## src/rtl/temp_sensor_defines.vh

```
/*
 Register map, field positions, reset values and timing counts of the
 temperature-monitoring register bank and its two-wire serial slave.
 Assumes inclusion by bare name from the design files.
*/
// Behaviour
// RL1: Temperature result 16-bit read-only, top ten bits
// RL2: Quarter degree steps, two's complement code
// RL3: Settings register top three bits select channel
// RL4: Channel code 0 sensor, 1-4 analog inputs
// RL5: Bits four, three: fault queue 1/2/4/6
// RL6: Bit two alarm polarity, bit one mode
// RL7: Bit zero shutdown, resets to normal operation
// RL8: Limit registers 16-bit, nine top bits used
// RL9: Conversion result read-only, unsigned top ten bits
// RL10: Code step equals reference over 1024
// RL11: Second settings: bit seven start mode, 355us
// RL12: Second settings bit six disables glitch filters
// RL13: Address: fixed upper nibble plus three pins
// RL14: Bus activity aborts conversion, restarts afterwards
// RL15: Start condition, then address and direction bit
// RL16: Matching slave acknowledges on ninth clock
// RL17: Nine clocks per byte, data stable high
// RL18: Master ends with stop or not-acknowledge
// RL19: Direction fixed for whole operation
// RL20: First write byte loads register pointer
// RL21: Pointer resets to temperature result register
// RL22: Sixteen-bit registers two bytes, settings one
// RL23: Most significant byte goes first
// RL24: Pointers six, seven write ignored, read zero
`ifndef TEMP_SENSOR_DEFINES_VH
`define TEMP_SENSOR_DEFINES_VH

`define REG_TEMPERATURE_RESULT 3'h0
`define REG_SETTINGS 3'h1
`define REG_RELEASE_LIMIT 3'h2
`define REG_TRIP_LIMIT 3'h3
`define REG_CONVERSION_RESULT 3'h4
`define REG_CONVERSION_SETTINGS 3'h5

`define SET_CHAN_HI 7
`define SET_CHAN_LO 5
`define SET_QUEUE_HI 4
`define SET_QUEUE_LO 3
`define SET_POLARITY 2
`define SET_MODE 1
`define SET_SHUTDOWN 0
`define CS2_START_MODE 7
`define CS2_FILTER_OFF 6

`define SETTINGS_RESET 8'h00
`define CONV_SETTINGS_RESET 8'h00
`define RELEASE_LIMIT_RESET 16'h4b00
`define TRIP_LIMIT_RESET 16'h5000
`define POINTER_RESET 8'h00
`define RELEASE_THRESH_RESET 9'h096
`define TRIP_THRESH_RESET 9'h0a0

`define CLK_MHZ 250
`define CONV_PERIOD_US 355
`define CONV_PERIOD_CYCLES (`CONV_PERIOD_US * `CLK_MHZ)
`define CONV_TIME_US 30
`define CONV_TIME_CYCLES (`CONV_TIME_US * `CLK_MHZ)
`define ADDR_UPPER_DEFAULT 4'h9

`endif

```

## src/rtl/bus_line_filter.v

```verilog
/*
 Synchronises one serial bus line into the core clock and optionally
 removes glitches shorter than a few core cycles.
 Assumes an asynchronous pin input and a free-running core clock.
*/
`timescale 1ns/1ns
module bus_line_filter (
  // Clock and reset
  input wire clk,
  input wire sys_rst,
  // Line
  input wire lineIn,
  input wire filterOff,
  output reg lineOut
);
  reg meta;
  reg sync;
  reg [2:0] hist;

  always @(posedge clk) begin
    if (sys_rst) begin
      meta <= 1'b1;
      sync <= 1'b1;
      hist <= 3'h7;
      lineOut <= 1'b1;
    end else begin
      meta <= lineIn;
      sync <= meta;
      hist <= {hist[1:0], sync};
      if (filterOff)
        lineOut <= sync;
      else if (hist == 3'h7)
        lineOut <= 1'b1;
      else if (hist == 3'h0)
        lineOut <= 1'b0;
    end
  end
endmodule // bus_line_filter

```

## src/rtl/temp_sensor_register_slave.v

```verilog
/*
 Register bank of a temperature-monitoring converter behind a two-wire
 serial slave. Holds the pointer, settings, limits and results, and runs
 the periodic conversion scheduler that bus traffic aborts and restarts.
 Assumes the analog converter core sits outside: it receives a start
 pulse and channel, and returns a 10-bit code with a done pulse.
*/
`timescale 1ns/1ns
`include "temp_sensor_defines.vh"
module temp_sensor_register_slave #(
  parameter [3:0] ADDR_UPPER = `ADDR_UPPER_DEFAULT,
  parameter [31:0] CONV_PERIOD = `CONV_PERIOD_CYCLES,
  parameter [31:0] CONV_TIME = `CONV_TIME_CYCLES
) (
  // Clock and reset
  input wire clk,
  input wire sys_rst,
  // Serial bus pins
  input wire serialClockIn,
  input wire serialDataIn,
  output reg serialDataOut,
  output reg serialDataOe,
  // Address select pins
  input wire [2:0] addressSelect,
  // Conversion start pin, active low
  input wire conversionStartPin_n,
  // Converter core
  output reg convStart,
  output reg [2:0] convChannel,
  input wire convDone,
  input wire [9:0] convCode,
  // Configuration to the alarm logic
  output reg [1:0] faultQueueCode,
  output reg alarmPolarity,
  output reg alarmLatched,
  output reg shutdown,
  output reg [8:0] releaseThreshold,
  output reg [8:0] tripThreshold,
  output reg alarmClear
);
  localparam S_IDLE = 3'h0;
  localparam S_ADDR = 3'h1;
  localparam S_AACK = 3'h2;
  localparam S_WBYTE = 3'h3;
  localparam S_WACK = 3'h4;
  localparam S_RBYTE = 3'h5;
  localparam S_RACK = 3'h6;

  reg [7:0] settings;
  reg [7:0] conversionSettings;
  reg [15:0] releaseLimit;
  reg [15:0] tripLimit;
  reg [9:0] temperatureCode;
  reg [9:0] conversionCode;
  reg [7:0] pointer;

  reg [2:0] state;
  reg [3:0] bitCnt;
  reg [7:0] shiftReg;
  reg readDir;
  reg firstByte;
  reg byteIdx;
  reg sclPrev;
  reg sdaPrev;
  reg [7:0] hiHold;
  reg [2:0] addrMeta;
  reg [2:0] addrPins;
  reg [1:0] cstSync;
  reg cstPrev;
  reg [31:0] timer;
  reg busy;
  reg [2:0] busyChan;
  reg busActive;

  wire scl;
  wire sda;
  wire sclRise = scl & ~sclPrev;
  wire sclFall = ~scl & sclPrev;
  wire startCond = scl & sclPrev & sdaPrev & ~sda; // RL15
  wire stopCond = scl & sclPrev & ~sdaPrev & sda;

  bus_line_filter clockFilter (
    .clk(clk),
    .sys_rst(sys_rst),
    .lineIn(serialClockIn),
    .filterOff(conversionSettings[`CS2_FILTER_OFF]), // RL12
    .lineOut(scl)
  );

  bus_line_filter dataFilter (
    .clk(clk),
    .sys_rst(sys_rst),
    .lineIn(serialDataIn),
    .filterOff(conversionSettings[`CS2_FILTER_OFF]), // RL12
    .lineOut(sda)
  );

  // Byte to send for a given pointer and byte position
  function [7:0] read_byte;
    input [2:0] sel;
    input idx;
    reg [15:0] word;
    begin
      word = 16'h0000;
      case (sel)
        `REG_TEMPERATURE_RESULT: word = {temperatureCode, 6'h00}; // RL1 RL2
        `REG_SETTINGS: word = {settings, 8'h00};
        `REG_RELEASE_LIMIT: word = {releaseLimit[15:7], 7'h00}; // RL8
        `REG_TRIP_LIMIT: word = {tripLimit[15:7], 7'h00}; // RL8
        `REG_CONVERSION_RESULT: word = {conversionCode, 6'h00}; // RL9
        `REG_CONVERSION_SETTINGS: word = {conversionSettings, 8'h00};
        default: word = 16'h0000; // RL24
      endcase
      read_byte = idx ? word[7:0] : word[15:8]; // RL23
    end
  endfunction

  // Does this register take two bytes
  function is_wide;
    input [2:0] sel;
    begin
      is_wide = (sel == `REG_TEMPERATURE_RESULT) || (sel == `REG_RELEASE_LIMIT) ||
        (sel == `REG_TRIP_LIMIT) || (sel == `REG_CONVERSION_RESULT); // RL22
    end
  endfunction

  // Byte loaded at the start of each read byte
  wire [7:0] txByte;
  assign txByte = read_byte(pointer[2:0], byteIdx);

  // Serial slave
  always @(posedge clk) begin
    if (sys_rst) begin
      sclPrev <= 1'b1;
      sdaPrev <= 1'b1;
      state <= S_IDLE;
      bitCnt <= 4'h0;
      shiftReg <= 8'h00;
      readDir <= 1'b0;
      firstByte <= 1'b0;
      byteIdx <= 1'b0;
      hiHold <= 8'h00;
      serialDataOut <= 1'b0;
      serialDataOe <= 1'b0;
      pointer <= `POINTER_RESET; // RL21
      settings <= `SETTINGS_RESET; // RL7
      conversionSettings <= `CONV_SETTINGS_RESET; // RL12
      releaseLimit <= `RELEASE_LIMIT_RESET;
      tripLimit <= `TRIP_LIMIT_RESET;
      busActive <= 1'b0;
      alarmClear <= 1'b0;
    end else begin
      sclPrev <= scl;
      sdaPrev <= sda;
      alarmClear <= 1'b0;
      if (startCond) begin
        state <= S_ADDR; // RL19
        bitCnt <= 4'h0;
        busActive <= 1'b1; // RL14
        serialDataOe <= 1'b0;
      end else if (stopCond) begin
        state <= S_IDLE;
        busActive <= 1'b0;
        serialDataOe <= 1'b0;
      end else begin
        case (state)
          S_ADDR, S_WBYTE: begin
            if (sclRise) begin
              shiftReg <= {shiftReg[6:0], sda}; // RL17
              bitCnt <= bitCnt + 4'h1;
            end else if (sclFall && bitCnt == 4'h8) begin
              bitCnt <= 4'h0;
              if (state == S_ADDR) begin
                if (shiftReg[7:1] == {ADDR_UPPER, addrPins}) begin // RL13
                  readDir <= shiftReg[0]; // RL16
                  firstByte <= 1'b1;
                  byteIdx <= 1'b0;
                  serialDataOut <= 1'b0;
                  serialDataOe <= 1'b1; // RL16
                  state <= S_AACK;
                end else begin
                  // Foreign frame still counts as bus traffic until stop
                  state <= S_IDLE;
                end
              end else begin
                serialDataOut <= 1'b0;
                serialDataOe <= 1'b1;
                state <= S_WACK;
                if (firstByte) begin
                  pointer <= shiftReg; // RL20
                  firstByte <= 1'b0;
                  byteIdx <= 1'b0;
                end else begin
                  byteIdx <= ~byteIdx;
                  case (pointer[2:0])
                    `REG_SETTINGS: settings <= shiftReg; // RL3 RL5 RL6 RL7
                    `REG_CONVERSION_SETTINGS:
                      conversionSettings <= {shiftReg[7:6], 6'h00}; // RL11
                    `REG_RELEASE_LIMIT: begin
                      if (!byteIdx) begin
                        hiHold <= shiftReg; // RL23
                        releaseLimit <= {shiftReg, 8'h00};
                      end else
                        releaseLimit <= {hiHold, shiftReg[7], 7'h00}; // RL8
                    end
                    `REG_TRIP_LIMIT: begin
                      if (!byteIdx) begin
                        hiHold <= shiftReg; // RL23
                        tripLimit <= {shiftReg, 8'h00};
                      end else
                        tripLimit <= {hiHold, shiftReg[7], 7'h00}; // RL8
                    end
                    default: ; // RL24
                  endcase
                end
              end
            end
          end
          S_AACK, S_WACK: begin
            if (sclFall) begin
              if (readDir) begin
                shiftReg <= {txByte[6:0], 1'b0};
                serialDataOut <= txByte[7];
                serialDataOe <= 1'b1;
                bitCnt <= 4'h1;
                alarmClear <= 1'b1;
                state <= S_RBYTE;
              end else begin
                serialDataOe <= 1'b0;
                state <= S_WBYTE;
              end
            end
          end
          S_RBYTE: begin
            if (sclFall) begin
              if (bitCnt == 4'h8) begin
                serialDataOe <= 1'b0; // RL17
                bitCnt <= 4'h0;
                state <= S_RACK;
              end else begin
                serialDataOut <= shiftReg[7];
                shiftReg <= {shiftReg[6:0], 1'b0};
                bitCnt <= bitCnt + 4'h1;
              end
            end
          end
          S_RACK: begin
            if (sclRise) begin
              if (sda) begin
                state <= S_IDLE; // RL18
              end else begin
                byteIdx <= is_wide(pointer[2:0]) ? ~byteIdx : 1'b0; // RL22
                state <= S_AACK;
              end
            end
          end
          default: state <= S_IDLE;
        endcase
      end
    end
  end

  // Conversion scheduler
  always @(posedge clk) begin
    if (sys_rst) begin
      addrMeta <= 3'h0;
      addrPins <= 3'h0;
      cstSync <= 2'h3;
      cstPrev <= 1'b1;
      timer <= 32'h0;
      busy <= 1'b0;
      busyChan <= 3'h0;
      convStart <= 1'b0;
      convChannel <= 3'h0;
      temperatureCode <= 10'h000;
      conversionCode <= 10'h000;
    end else begin
      addrMeta <= addressSelect;
      addrPins <= addrMeta; // RL13
      cstSync <= {cstSync[0], conversionStartPin_n};
      cstPrev <= cstSync[1];
      convStart <= 1'b0;
      convChannel <= settings[`SET_CHAN_HI:`SET_CHAN_LO]; // RL4
      if (busActive || settings[`SET_SHUTDOWN]) begin
        busy <= 1'b0; // RL14 RL7
        timer <= 32'h0;
      end else if (busy) begin
        if (convDone) begin
          busy <= 1'b0;
          if (busyChan == 3'h0)
            temperatureCode <= convCode; // RL2
          else
            conversionCode <= convCode; // RL10
        end
        timer <= timer + 32'h1;
      end else if (conversionSettings[`CS2_START_MODE]) begin
        if (cstPrev && !cstSync[1]) begin // RL11
          busy <= 1'b1;
          busyChan <= settings[`SET_CHAN_HI:`SET_CHAN_LO];
          convStart <= 1'b1;
        end
      end else if (timer == 32'h0 || timer >= CONV_PERIOD) begin // RL11
        busy <= 1'b1;
        busyChan <= settings[`SET_CHAN_HI:`SET_CHAN_LO];
        convStart <= 1'b1;
        timer <= 32'h1;
      end else
        timer <= timer + 32'h1;
    end
  end

  // Settings and limit fields to the alarm logic
  always @(posedge clk) begin
    if (sys_rst) begin
      faultQueueCode <= 2'h0;
      alarmPolarity <= 1'b0;
      alarmLatched <= 1'b0;
      shutdown <= 1'b0;
      releaseThreshold <= `RELEASE_THRESH_RESET;
      tripThreshold <= `TRIP_THRESH_RESET;
    end else begin
      faultQueueCode <= settings[`SET_QUEUE_HI:`SET_QUEUE_LO]; // RL5
      alarmPolarity <= settings[`SET_POLARITY]; // RL6
      alarmLatched <= settings[`SET_MODE]; // RL6
      shutdown <= settings[`SET_SHUTDOWN]; // RL7
      releaseThreshold <= releaseLimit[15:7];
      tripThreshold <= tripLimit[15:7];
    end
  end
endmodule // temp_sensor_register_slave

```

## config.mk

```make
export PLATFORM = sky130hd
export DESIGN_NAME = temp_sensor_register_slave
export DESIGN_NICKNAME = d
export VERILOG_FILES = /design/src/rtl/bus_line_filter.v /design/src/rtl/temp_sensor_register_slave.v
export VERILOG_INCLUDE_DIRS = /design/src /design/src/rtl
export SDC_FILE = /design/constraint.sdc
export NUM_CORES = 1
export LEC_CHECK = 0
export BUFFER_PORTS_ARGS = -buffer_cell sky130_fd_sc_hd__buf_2
export CORE_ASPECT_RATIO = 0.8
export CORE_MARGIN = 2
export CORE_UTILIZATION = 57
export CTS_BUF_LIST = sky130_fd_sc_hd__clkbuf_2 sky130_fd_sc_hd__clkbuf_4 sky130_fd_sc_hd__clkbuf_8
export CTS_CLUSTER_DIAMETER = 30
export DETAILED_ROUTE_END_ITERATION = 8
export GPL_ROUTABILITY_DRIVEN = 0
export GPL_TIMING_DRIVEN = 0
export PLACE_DENSITY = 0.75
export SETUP_SLACK_MARGIN = 0.1
export SLEW_MARGIN = 15
export SYNTH_ARGS = -nofsm -noshare
export SYNTH_HDL_FRONTEND = slang
export SYNTH_SLANG_ARGS = --single-unit
export TNS_END_PERCENT = 30
```

## constraint.sdc

```tcl
create_clock -name clk -period 2.05 [get_ports clk]
set_clock_uncertainty 0.2 [all_clocks]
set_input_delay 0.205 -clock clk [delete_from_list [all_inputs] [get_ports clk]]
set_output_delay 0.205 -clock clk [all_outputs]
set_load 0.05 [all_outputs]
```

==> impl_metrics.yaml, run 1 <==
status:
  outcome: "finished with violations"
  violations: "design-rule violations, negative setup slack"
sta:
  holdWs_ps: 170.3
  setup_ws_ps: -361.8
  setup_viol: 89
  worst_pin_slew_ps: 696.3
  post-route-period-util: 1.176
  fmax_ghz: 0.4146
  max_slew_margin: 0.5358
  rsz0062_at_grt: "true"
  final_hold_viol_count: 0
  fin_crit_ps: 2412
  final-max-slew-violation-count: 0
global_route:
  grt_overflow: 0
  met1_usage: 0.4242
  grt_pass1_vias: 7091
  grt_max_degree: 17
  grt_util_all_layers: 0.3272
  met2_usage: 0.5085
  grt_pass1_wl_um: 36230
  antenna_found_initial: 0
  grt-busiest-layer: "met2"
  use_met3: 0.09645
power:
  peakVddDrop_mv: 0.5021
  p_per_area_mw_per_mm2: 807.9
  leakage_nw: 3.921
  power.internal_mw: 5.843
  power_frac_comb: 0.237
  swShare: 0.2852
  p_sw_mw: 2.331
  power.clock.fraction: 0.341
  seq_power_share: 0.421
setup_path:
  r2r_slack_ps: -360
  cp-start-kind: "flip-flop"
  critical_path_required_ps: 2210
  crit_arrival_ps: 2570
  reg2regPathDepth: 8
  regToRegEndpoint: "timer[31]"
  r2r-start: "timer[16]"
  critPathKind: "reg2reg"
  cp-end-kind: "flip-flop"
  path_max_fanout: 8
clock_tree:
  cts.sink_count: 167
  cts_buffers: 17
  cts_tree: "done"
  clock_path_buffers: 2
  ctsRootBufferMaster: "clkbuf_8"
  ctsHtreeMaxLevel: 4
  clkTransAtPathRegs_ps: 90
  clk_latency_ps: 470
synthesis:
  synth_fp_nets: 882
  synth_adder_area_share: 0.009657
  ys_warn_count: 0
  avgSynthCellArea_sq_um: 8.758
  syn-cell-area_sq_mm: 0.007515
  synth-edff-count: 0
  yosys.area_share.simple: 0.2424
  synth-main-ff-cell: "dfxtp_1"
  synth_xor_area_frac: 0.008159
  synth_cell_types: 74
  ys_seq_area_frac: 0.4449
  synth_top_family_by_area: "simple AND/OR/NAND/NOR gates"
  synthMuxAreaShare: 0.09491
  syn_inst: 858
  ys_ff_latch: 167
  postSynth.asyncResetShare: 0
  synth-compound-area-share: 0.1527
detailed_routing:
  wl_um: 24880
  drt_iter0_markers: 1191
  drc: 3
  antenna_left: 0
  dr.pass1.iters: 9
  routedWlPerCell_um: 20.84
  vias: 7632
  vias_per_cell: 6.392
final_layout:
  final_cell_mix: "dfxtp_1, nor2_1, nand2_1, buf_4, mux2i_1"
  drive_above_1_share: 0.3507
  final_common_cell: "dfxtp_1"
  area_delta_synth_final_pct: 34.63
  stdcell_count: 1194
  nNetsFinal: 1029
  final_util: 0.7861
floorplan:
  start_util: 0.5839
  core_sq_mm: 0.01287
  ios: 49
  die_x_um: 132.4
  fp.dieH_um: 106.7
  core.rowCount: 37
  dieArea_sq_mm: 0.01412
hold_path:
  min_path_type: "in2reg"
  min_from: "sys_rst"
  whs_path_depth: 5
  hold_end: "timer[17]"
place:
  placed_cells: 1081
  dp_hpwl_um: 14200
  io_buffers: 48
run:
  cap_violations: 0
[cell usage after synthesis, drive strengths merged (3+ instances only)]
cell type / instances / area [sq um]
a211o: 10 / 87.58
a211oi: 12 / 90.09
a21o: 5 / 37.54
a21oi: 59 / 295.3
a22oi: 6 / 45.04
a311oi: 3 / 26.28
a31oi: 23 / 143.9
a41oi: 3 / 26.28
and2: 8 / 50.05
and3: 8 / 50.05
and4: 4 / 35.03
buf: 20 / 115.1
clkbuf: 37 / 150.1
dfxtp: 167 / 3343
ha: 5 / 62.56
inv: 24 / 90.09
mux2: 10 / 112.6
mux2i: 51 / 510.5
mux4: 4 / 90.09
nand2: 76 / 285.3
nand2b: 9 / 63.81
nand3: 34 / 175.2
nand4: 14 / 87.58
nor2: 89 / 344.1
nor2b: 37 / 231.5
nor3: 19 / 100.1
nor4: 12 / 111.4
o211ai: 3 / 22.52
o21a: 6 / 45.04
o21ai: 24 / 120.1
o21bai: 3 / 22.52
o22ai: 8 / 50.05
or2: 27 / 171.4
or3: 5 / 31.28
xnor2: 5 / 43.79
[worst max-delay path by stage]
stage | slack, ps | to | cells past startpoint | startpoint
finish | -360 | timer[31] | 8 | timer[16]
global route | -400 | timer[11] | 10 | timer[0]
CTS | -180 | releaseLimit[8] | 9 | bitCnt[1]
detailed placement | -540 | timer[19] | 9 | timer[23]
global placement | -390 | timer[19] | 9 | timer[23]
floorplan | -100 | releaseLimit[11] | 8 | state[2]
[cells by family (layout without fill, tap and decap cells)]
logic type / after synthesis / in the layout
buffers and inverters: 81 / 241
adder cells (fa/ha/maj): 6 / 6
XOR/XNOR: 7 / 7
other: 0 / 1
flip-flops: 167 / 167
AO/OA/AOI/OAI: 180 / 180
AND/OR/NAND/NOR: 352 / 352
multiplexers: 65 / 65
[what timing repair did]
item	4_1_cts	5_1_grt
gates cloned	8	0
setup buffers	35	22
gates resized for setup	181	58
hold buffers	18	0
endpoints found under the hold margin	29	0
setup endpoints to repair	110	111
pin swaps	63	28
[flip-flops by register name, indices dropped and copies added (netlist names), 2 cells and up]
name / flops
addrMeta: 3
addrPins: 3
bitCnt: 4
busyChan: 3
clockFilter.hist: 3
convChannel: 3
conversionCode: 10
conversionSettings: 2
cstSync: 2
dataFilter.hist: 3
faultQueueCode: 2
hiHold: 8
pointer: 3
releaseLimit: 9
releaseThreshold: 9
settings: 8
shiftReg: 8
state: 3
temperatureCode: 10
timer: 32
tripLimit: 9
tripThreshold: 9
[power by group through the flow]
stage	registers (mW)	logic [mW]	clock network, mW
2_1_floorplan	3.50	0.728	0
3_3_place_gp	3.50	0.963	0
3_5_place_dp	3.50	0.995	0
4_1_cts	3.43	1.65	2.79
5_1_grt	3.45	2.01	2.95
6_report	3.44	1.94	2.79
[layout make-up]
type	instances	area, sq um
Fill cell	808	2753
Multi-Input combinational cell	610	4487
Timing Repair Buffer	131	1026
Buffer	54	416.7
Clock inverter	10	191.4
Clock buffer	22	284.0
Antenna cell	1	2.502
Inverter	24	95.09
Sequential cell	167	3396
Tap cell	175	219.0
[critical path, stage by stage, from the launching register on]
cell and delay (ps):
dfxtp_2 470, nand4_1 200, nor3_2 220, o211ai_1 260, buf_4 230, a31oi_4 310, buf_6 200, nor3_2 50
o21bai_1 160
[metal layers]
metal,wire [um],up-vias
met5,29,-
met4,1262,2
met3,2887,153
met2,10960,583
met1,9745,3557
li1,-,3337
[stage by stage]
stage / TNS [ps] / total power, mW / area (sq um) / setup WS, ps
CTS: -4773 / 7.871 / 9742 / -184.8
global placement: -23420 / 4.462 / 8029 / -392.7
global route: -21130 / 8.412 / 10110 / -396.9
detailed placement: -31530 / 4.498 / 8029 / -543.5
floorplan: -859.2 / 4.224 / 7570 / -98.44
finish: -13840 / 8.174 / 10120 / -361.8
Power figures use the tool's default switching activity.
==> run 2, diff against run 1 <==
--- a/config.mk
+++ b/config.mk
@@ -16,6 +16,7 @@
 export GPL_ROUTABILITY_DRIVEN = 0
 export GPL_TIMING_DRIVEN = 0
 export PLACE_DENSITY = 0.75
+export REMOVE_ABC_BUFFERS = 1
 export SETUP_SLACK_MARGIN = 0.1
 export SLEW_MARGIN = 15
 export SYNTH_ARGS = -nofsm -noshare
==> constraint.sdc (replaced) <==
create_clock -name clk -period 2.05 [get_ports clk]
set_clock_uncertainty 0.2 [all_clocks]
set_input_delay 0.1025 -clock clk [delete_from_list [all_inputs] [get_ports clk]]
set_output_delay 0.1025 -clock clk [all_outputs]
set_load 0.05 [all_outputs]
==> run 2 against run 1 <==
  * Sequential share of layout area up 2.7 points
  * Wire length down 13%
  * Maximum frequency up 5.5%
  * Critical path type unchanged
  * Final cell count down 5.6%
  * The flow finishes with violations (negative hold slack, negative setup slack)
  * Utilization down 5.0 points
  * Worst setup slack better by 130 ps
  * Critical endpoint is now tripLimit[12]
  * Hold slack worse by 170 ps
  * Sequential power up 1%
==> impl_metrics.yaml, run 2 (synthesis gave the netlist of run 1 again) <==
global_route:
  met2_usage: 0.4112
  grt_pass1_wl_um: 30990
  grt-busiest-layer: "met2"
  grt_max_degree: 93
  antenna_found_initial: 0
  grt_pass1_vias: 6202
  met1_usage: 0.3848
  grt_overflow: 0
  use_met3: 0.07187
  grt_util_all_layers: 0.2763
sta:
  max_slew_margin: 0.3407
  post-route-period-util: 1.115
  final-max-slew-violation-count: 0
  final_hold_viol_count: 1
  fin_crit_ps: 2285
  holdWs_ps: -2.401
  worst_pin_slew_ps: 987.5
  rsz0062_at_grt: "true"
  setup_viol: 85
  fmax_ghz: 0.4376
  setup_ws_ps: -235.3
setup_path:
  critPathBufInv: 3
  path_depth: 9
  crit_family: "simple AND/OR/NAND/NOR gates"
  path_max_fanout: 4
  critPathKind: "reg2reg"
  path_cells: "inv_2, ha_4, nand3b_1, nor4_4, buf_4, nand4_1, buf_4, and2_4, a211o_1"
  crit_arrival_ps: 2440
  cpMostUsedCell: "buf_4"
  cp-start-kind: "flip-flop"
  crit_path_top_delay_cell: "dfxtp_2"
  r2r_slack_ps: -240
  slowest_delay_ps: 340
  critical_path_required_ps: 2210
  cp-end-kind: "flip-flop"
  reg2regPathDepth: 9
clock_tree:
  cts_tree: "done"
  ctsRootBufferMaster: "clkbuf_8"
  cts.sink_count: 167
  clkTransAtPathRegs_ps: 90
  clk_latency_ps: 470
  clock_path_buffers: 2
  cts_buffers: 17
  ctsHtreeMaxLevel: 4
detailed_routing:
  wl_um: 21670
  vias: 7015
  drc: 0
  drt_iter0_markers: 775
  vias_per_cell: 6.224
  routedWlPerCell_um: 19.23
  dr.pass1.iters: 6
  antenna_left: 0
floorplan:
  ios: 49
  die_x_um: 132.4
  core_sq_mm: 0.01287
  start_util: 0.5839
  dieArea_sq_mm: 0.01412
  core.rowCount: 37
  fp.dieH_um: 106.7
place:
  place_ws_ps: -1309
  io_buffers: 48
  placed_cells: 1025
  placed_area_sq_mm: 0.007745
  dp_hpwl_um: 11650
final_layout:
  final_common_cell: "dfxtp_1"
  finalInstanceArea_sq_mm: 0.009475
  largest_reg_flops: 32
  drive_above_1_share: 0.3277
  area_delta_synth_final_pct: 26.09
  top_register: "timer"
  stdcell_count: 1127
  final_cell_mix: "dfxtp_1, nor2_1, nand2_1, mux2i_1, buf_2"
  nNetsFinal: 963
  largestRegisters: "timer: 32 flops, conversionCode: 10 flops, temperatureCode: 10 flops"
  antenna_cells: 0
power:
  peakVddDrop_mv: 0.4909
  p_per_area_mw_per_mm2: 754.3
  leakage_nw: 3.599
  finalPower_mw: 7.148
status:
  violations: "negative hold slack, negative setup slack"
  outcome: "finished with violations"
hold_path:
  whs_path_depth: 3
  min_path_type: "in2reg"
run:
  cap_violations: 0
-- run 2: cell type report --
class	count	area (sq um)
clock buffer	23	304.0
clock inverter	9	67.56
timing repair buffer	112	858.3
fill	913	3395
multi-input combinational	617	4489
tap	175	219.0
sequential	167	3440
inverter	24	97.59
-- run 2: power breakdown --
part / switching [mW] / leakage [nW] / internal [mW]
logic: 0.788 / 2.04 / 0.644
registers: 0.157 / 1.37 / 3.34
clock network: 1.22 / 0.186 / 1.00
total: 2.17 / 3.60 / 4.98
-- run 2: tightest hold or removal path, delay by kind of cell --
kind          cells  cell delay, ps
simple gates      1             140
buf+inv           2             370
-- run 2: routing by layer --
metal	up-vias	wire (um)
met5	-	0
met4	0	603
met3	78	2058
met2	391	9753
met1	3317	9254
li1	3229	-
-- run 2: per-stage QoR --
stage          setup TNS, ps    util
4_1_cts                -8179  0.6823
3_5_place_dp          -55440  0.6018
6_report               -8429  0.7362
3_3_place_gp          -93480  0.5990
2_1_floorplan         -17270       -
5_1_grt               -15390  0.7362
-- run 2: path summary, 6_finish.rpt --
check                  start       endpoint
setup / recovery   bitCnt[0]  tripLimit[12]
hold / removal       sys_rst    settings[4]
setup reg to reg   bitCnt[0]  tripLimit[12]
hold reg to reg   cstSync[0]     cstSync[1]
-- run 2: repair_timing --
item,CTS,global route
hold endpoints to repair,51,1
setup endpoints to repair,104,114
gates cloned,3,4
hold buffers,23,2
pin swaps,24,72
setup buffers,18,20
gates resized for setup,81,127
==> run 3, diff against run 2 <==
--- a/config.mk
+++ b/config.mk
@@ -6,11 +6,11 @@
 export SDC_FILE = /design/constraint.sdc
 export NUM_CORES = 1
 export LEC_CHECK = 0
-export BUFFER_PORTS_ARGS = -buffer_cell sky130_fd_sc_hd__buf_2
+export BUFFER_PORTS_ARGS = -buffer_cell sky130_fd_sc_hd__buf_4
 export CORE_ASPECT_RATIO = 0.8
 export CORE_MARGIN = 2
 export CORE_UTILIZATION = 57
-export CTS_BUF_LIST = sky130_fd_sc_hd__clkbuf_2 sky130_fd_sc_hd__clkbuf_4 sky130_fd_sc_hd__clkbuf_8
+export CTS_BUF_LIST = sky130_fd_sc_hd__clkbuf_4 sky130_fd_sc_hd__clkbuf_8
 export CTS_CLUSTER_DIAMETER = 30
 export DETAILED_ROUTE_END_ITERATION = 8
 export GPL_ROUTABILITY_DRIVEN = 0
==> run 3 against run 2 <==
  * Utilization rose by 1.5 points
  * Critical path depth down 2
  * The flow still finishes with violations (negative hold slack, negative setup slack)
  * Maximum frequency shrank 1.6%
  * Hold slack worse by 54 ps
  * Sequential share of layout area shrank 0.74 points
  * First-iteration DRC count up 34%
  * Largest cell class unchanged
  * Count of clock-buffer cells in the layout is 4 lower
  * Highest routed layer unchanged
  * Sequential power about the same
  * Die area unchanged
  * Wire length increased by 1.3%
  * Total power rose by 6.5%
==> impl_metrics.yaml, run 3 (synthesis gave the netlist of run 1 again) <==
sta:
  holdWs_ps: -56.17
  fmax_ghz: 0.4306
  worst_pin_slew_ps: 979.0
  final-max-slew-violation-count: 0
  max_slew_margin: 0.3464
  setup_ws_ps: -272.3
  fin_crit_ps: 2322
  rsz0062_at_grt: "true"
  final_hold_viol_count: 29
  post-route-period-util: 1.133
  setup_viol: 91
detailed_routing:
  drt_iter0_markers: 1035
  routed.top_layer: "met4"
  drc: 0
  met3_wirelength_um: 2326
  antenna_left: 0
  vias: 7159
  vias_per_cell: 6.307
  wl_met1_um: 9021
  routedWlPerCell_um: 19.34
  dr.pass1.iters: 8
  wl_um: 21950
  wl_met2_um: 9728
place:
  io_buffers: 48
  placed_cells: 1024
  place_ws_ps: -1209
  dp_hpwl_um: 11390
setup_path:
  crit_arrival_ps: 2500
  crit_family: "simple AND/OR/NAND/NOR gates"
  critPathBufInv: 1
  crit_path_top_delay_cell: "dfxtp_2"
  critical_path_required_ps: 2220
  slowest_delay_ps: 420
  cp-end-kind: "flip-flop"
  critPathKind: "reg2reg"
  path_max_fanout: 6
  path_cells: "nand4_1, nor3_1, o211ai_1, buf_4, a21oi_4, and3_4, mux2_2"
  cp-start-kind: "flip-flop"
floorplan:
  die_x_um: 132.4
  dieArea_sq_mm: 0.01412
  start_util: 0.5839
  core_sq_mm: 0.01287
  core.rowCount: 37
  fp.dieH_um: 106.7
  ios: 49
clock_tree:
  ctsHtreeMaxLevel: 4
  clkTransAtPathRegs_ps: 90
  clock_path_buffers: 2
  cts.sink_count: 167
  clk_latency_ps: 500
  ctsRootBufferMaster: "clkbuf_8"
  cts_buffers: 17
  cts_tree: "done"
power:
  p_per_area_mw_per_mm2: 787.5
  swShare: 0.2910
  peakVddDrop_mv: 0.6681
  seq_power_share: 0.457
  power.internal_mw: 5.395
  finalPower_mw: 7.610
  leakage_nw: 3.661
  p_sw_mw: 2.215
  power.clock.fraction: 0.350
  power_frac_comb: 0.193
final_layout:
  final_common_cell: "dfxtp_1"
  largest_reg_flops: 32
  area_delta_synth_final_pct: 28.59
  final_cell_mix: "dfxtp_1, buf_4, nor2_1, nand2_1, mux2i_1"
  nNetsFinal: 972
  antenna_cells: 0
  drive_above_1_share: 0.3458
  largestRegisters: "timer: 32 flops, conversionCode: 10 flops, temperatureCode: 10 flops"
  stdcell_count: 1135
  fillers: 856
  final_util: 0.7508
  top_register: "timer"
global_route:
  grt_pass1_wl_um: 33800
  grt_max_degree: 130
  grt_util_all_layers: 0.2997
  antenna_found_initial: 1
  grt_pass1_vias: 6723
  grt_overflow: 0
status:
  outcome: "finished with violations"
  violations: "negative hold slack, negative setup slack"
hold_path:
  min_path_type: "in2reg"
run:
  cap_violations: 0
run 3: stage by stage:
| stage | area [sq um] | TNS [ps] | hold slack [ps] |
|---|---|---|---|
| floorplan | 7249 | -17270 | -28.43 |
| global placement | 7829 | -65590 | 90.18 |
| detailed placement | 7835 | -58050 | 92.04 |
| CTS | 9371 | -4685 | 122.4 |
| global route | 9663 | -17800 | 0.3418 |
| finish | 9663 | -10970 | -56.17 |
run 3: worst register-to-register path, cell delays in order, from the launching register on:
cell,delay (ps)
dfxtp_2,420
nand4_1,120
nor3_1,280
o211ai_1,180
buf_4,220
a21oi_4,200
and3_4,230
mux2_2,330
run 3: per-layer routing:
metal,vias up,track usage
li1,3230,-
met1,3361,0.4015
met2,465,0.4611
met3,103,0.07329
met4,0,0.1352
met5,-,0
run 3: cell type report:
| type | count | area [sq um] | share of cell area |
|---|---|---|---|
| Clock buffer | 19 | 261.5 | 0.02706 |
| Clock inverter | 12 | 175.2 | 0.01813 |
| Inverter | 24 | 90.09 | 0.009323 |
| Multi-Input combinational cell | 618 | 4476 | 0.4632 |
| Sequential cell | 167 | 3436 | 0.3556 |
| Tap cell | 175 | 219.0 | 0.02266 |
| Timing Repair Buffer | 120 | 1006 | 0.1041 |
run 3: repair_timing:
| action | in CTS | in global routing |
|---|---|---|
| gates resized for setup | 142 | 63 |
| setup endpoints to repair | 114 | 113 |
| cloned | 8 | 1 |
| pin swaps | 60 | 38 |
| hold endpoints to repair | 27 | 0 |
| hold buffers | 17 | 0 |
| buffers inserted | 45 | 10 |
run 3: final timing paths:
check                                       from                to  slack, ps  depth (start not counted)
worst max-delay path                   timer[14]       busyChan[0]       -270                          7
worst max register to register         timer[14]       busyChan[0]       -270                          7
worst min register to register  clockFilter.meta  clockFilter.sync        220                          1
worst min-delay path                     sys_rst     tripLimit[13]        -60                          2
run 3: power by group through the flow:
stage               Clock, mW  Sequential, mW  Combinational, mW
global placement            0            3.53              0.802
finish                   2.66            3.48               1.47
CTS                      2.63            3.46               1.27
detailed placement          0            3.53              0.829
floorplan                   0            3.52              0.580
global route             2.79            3.49               1.55
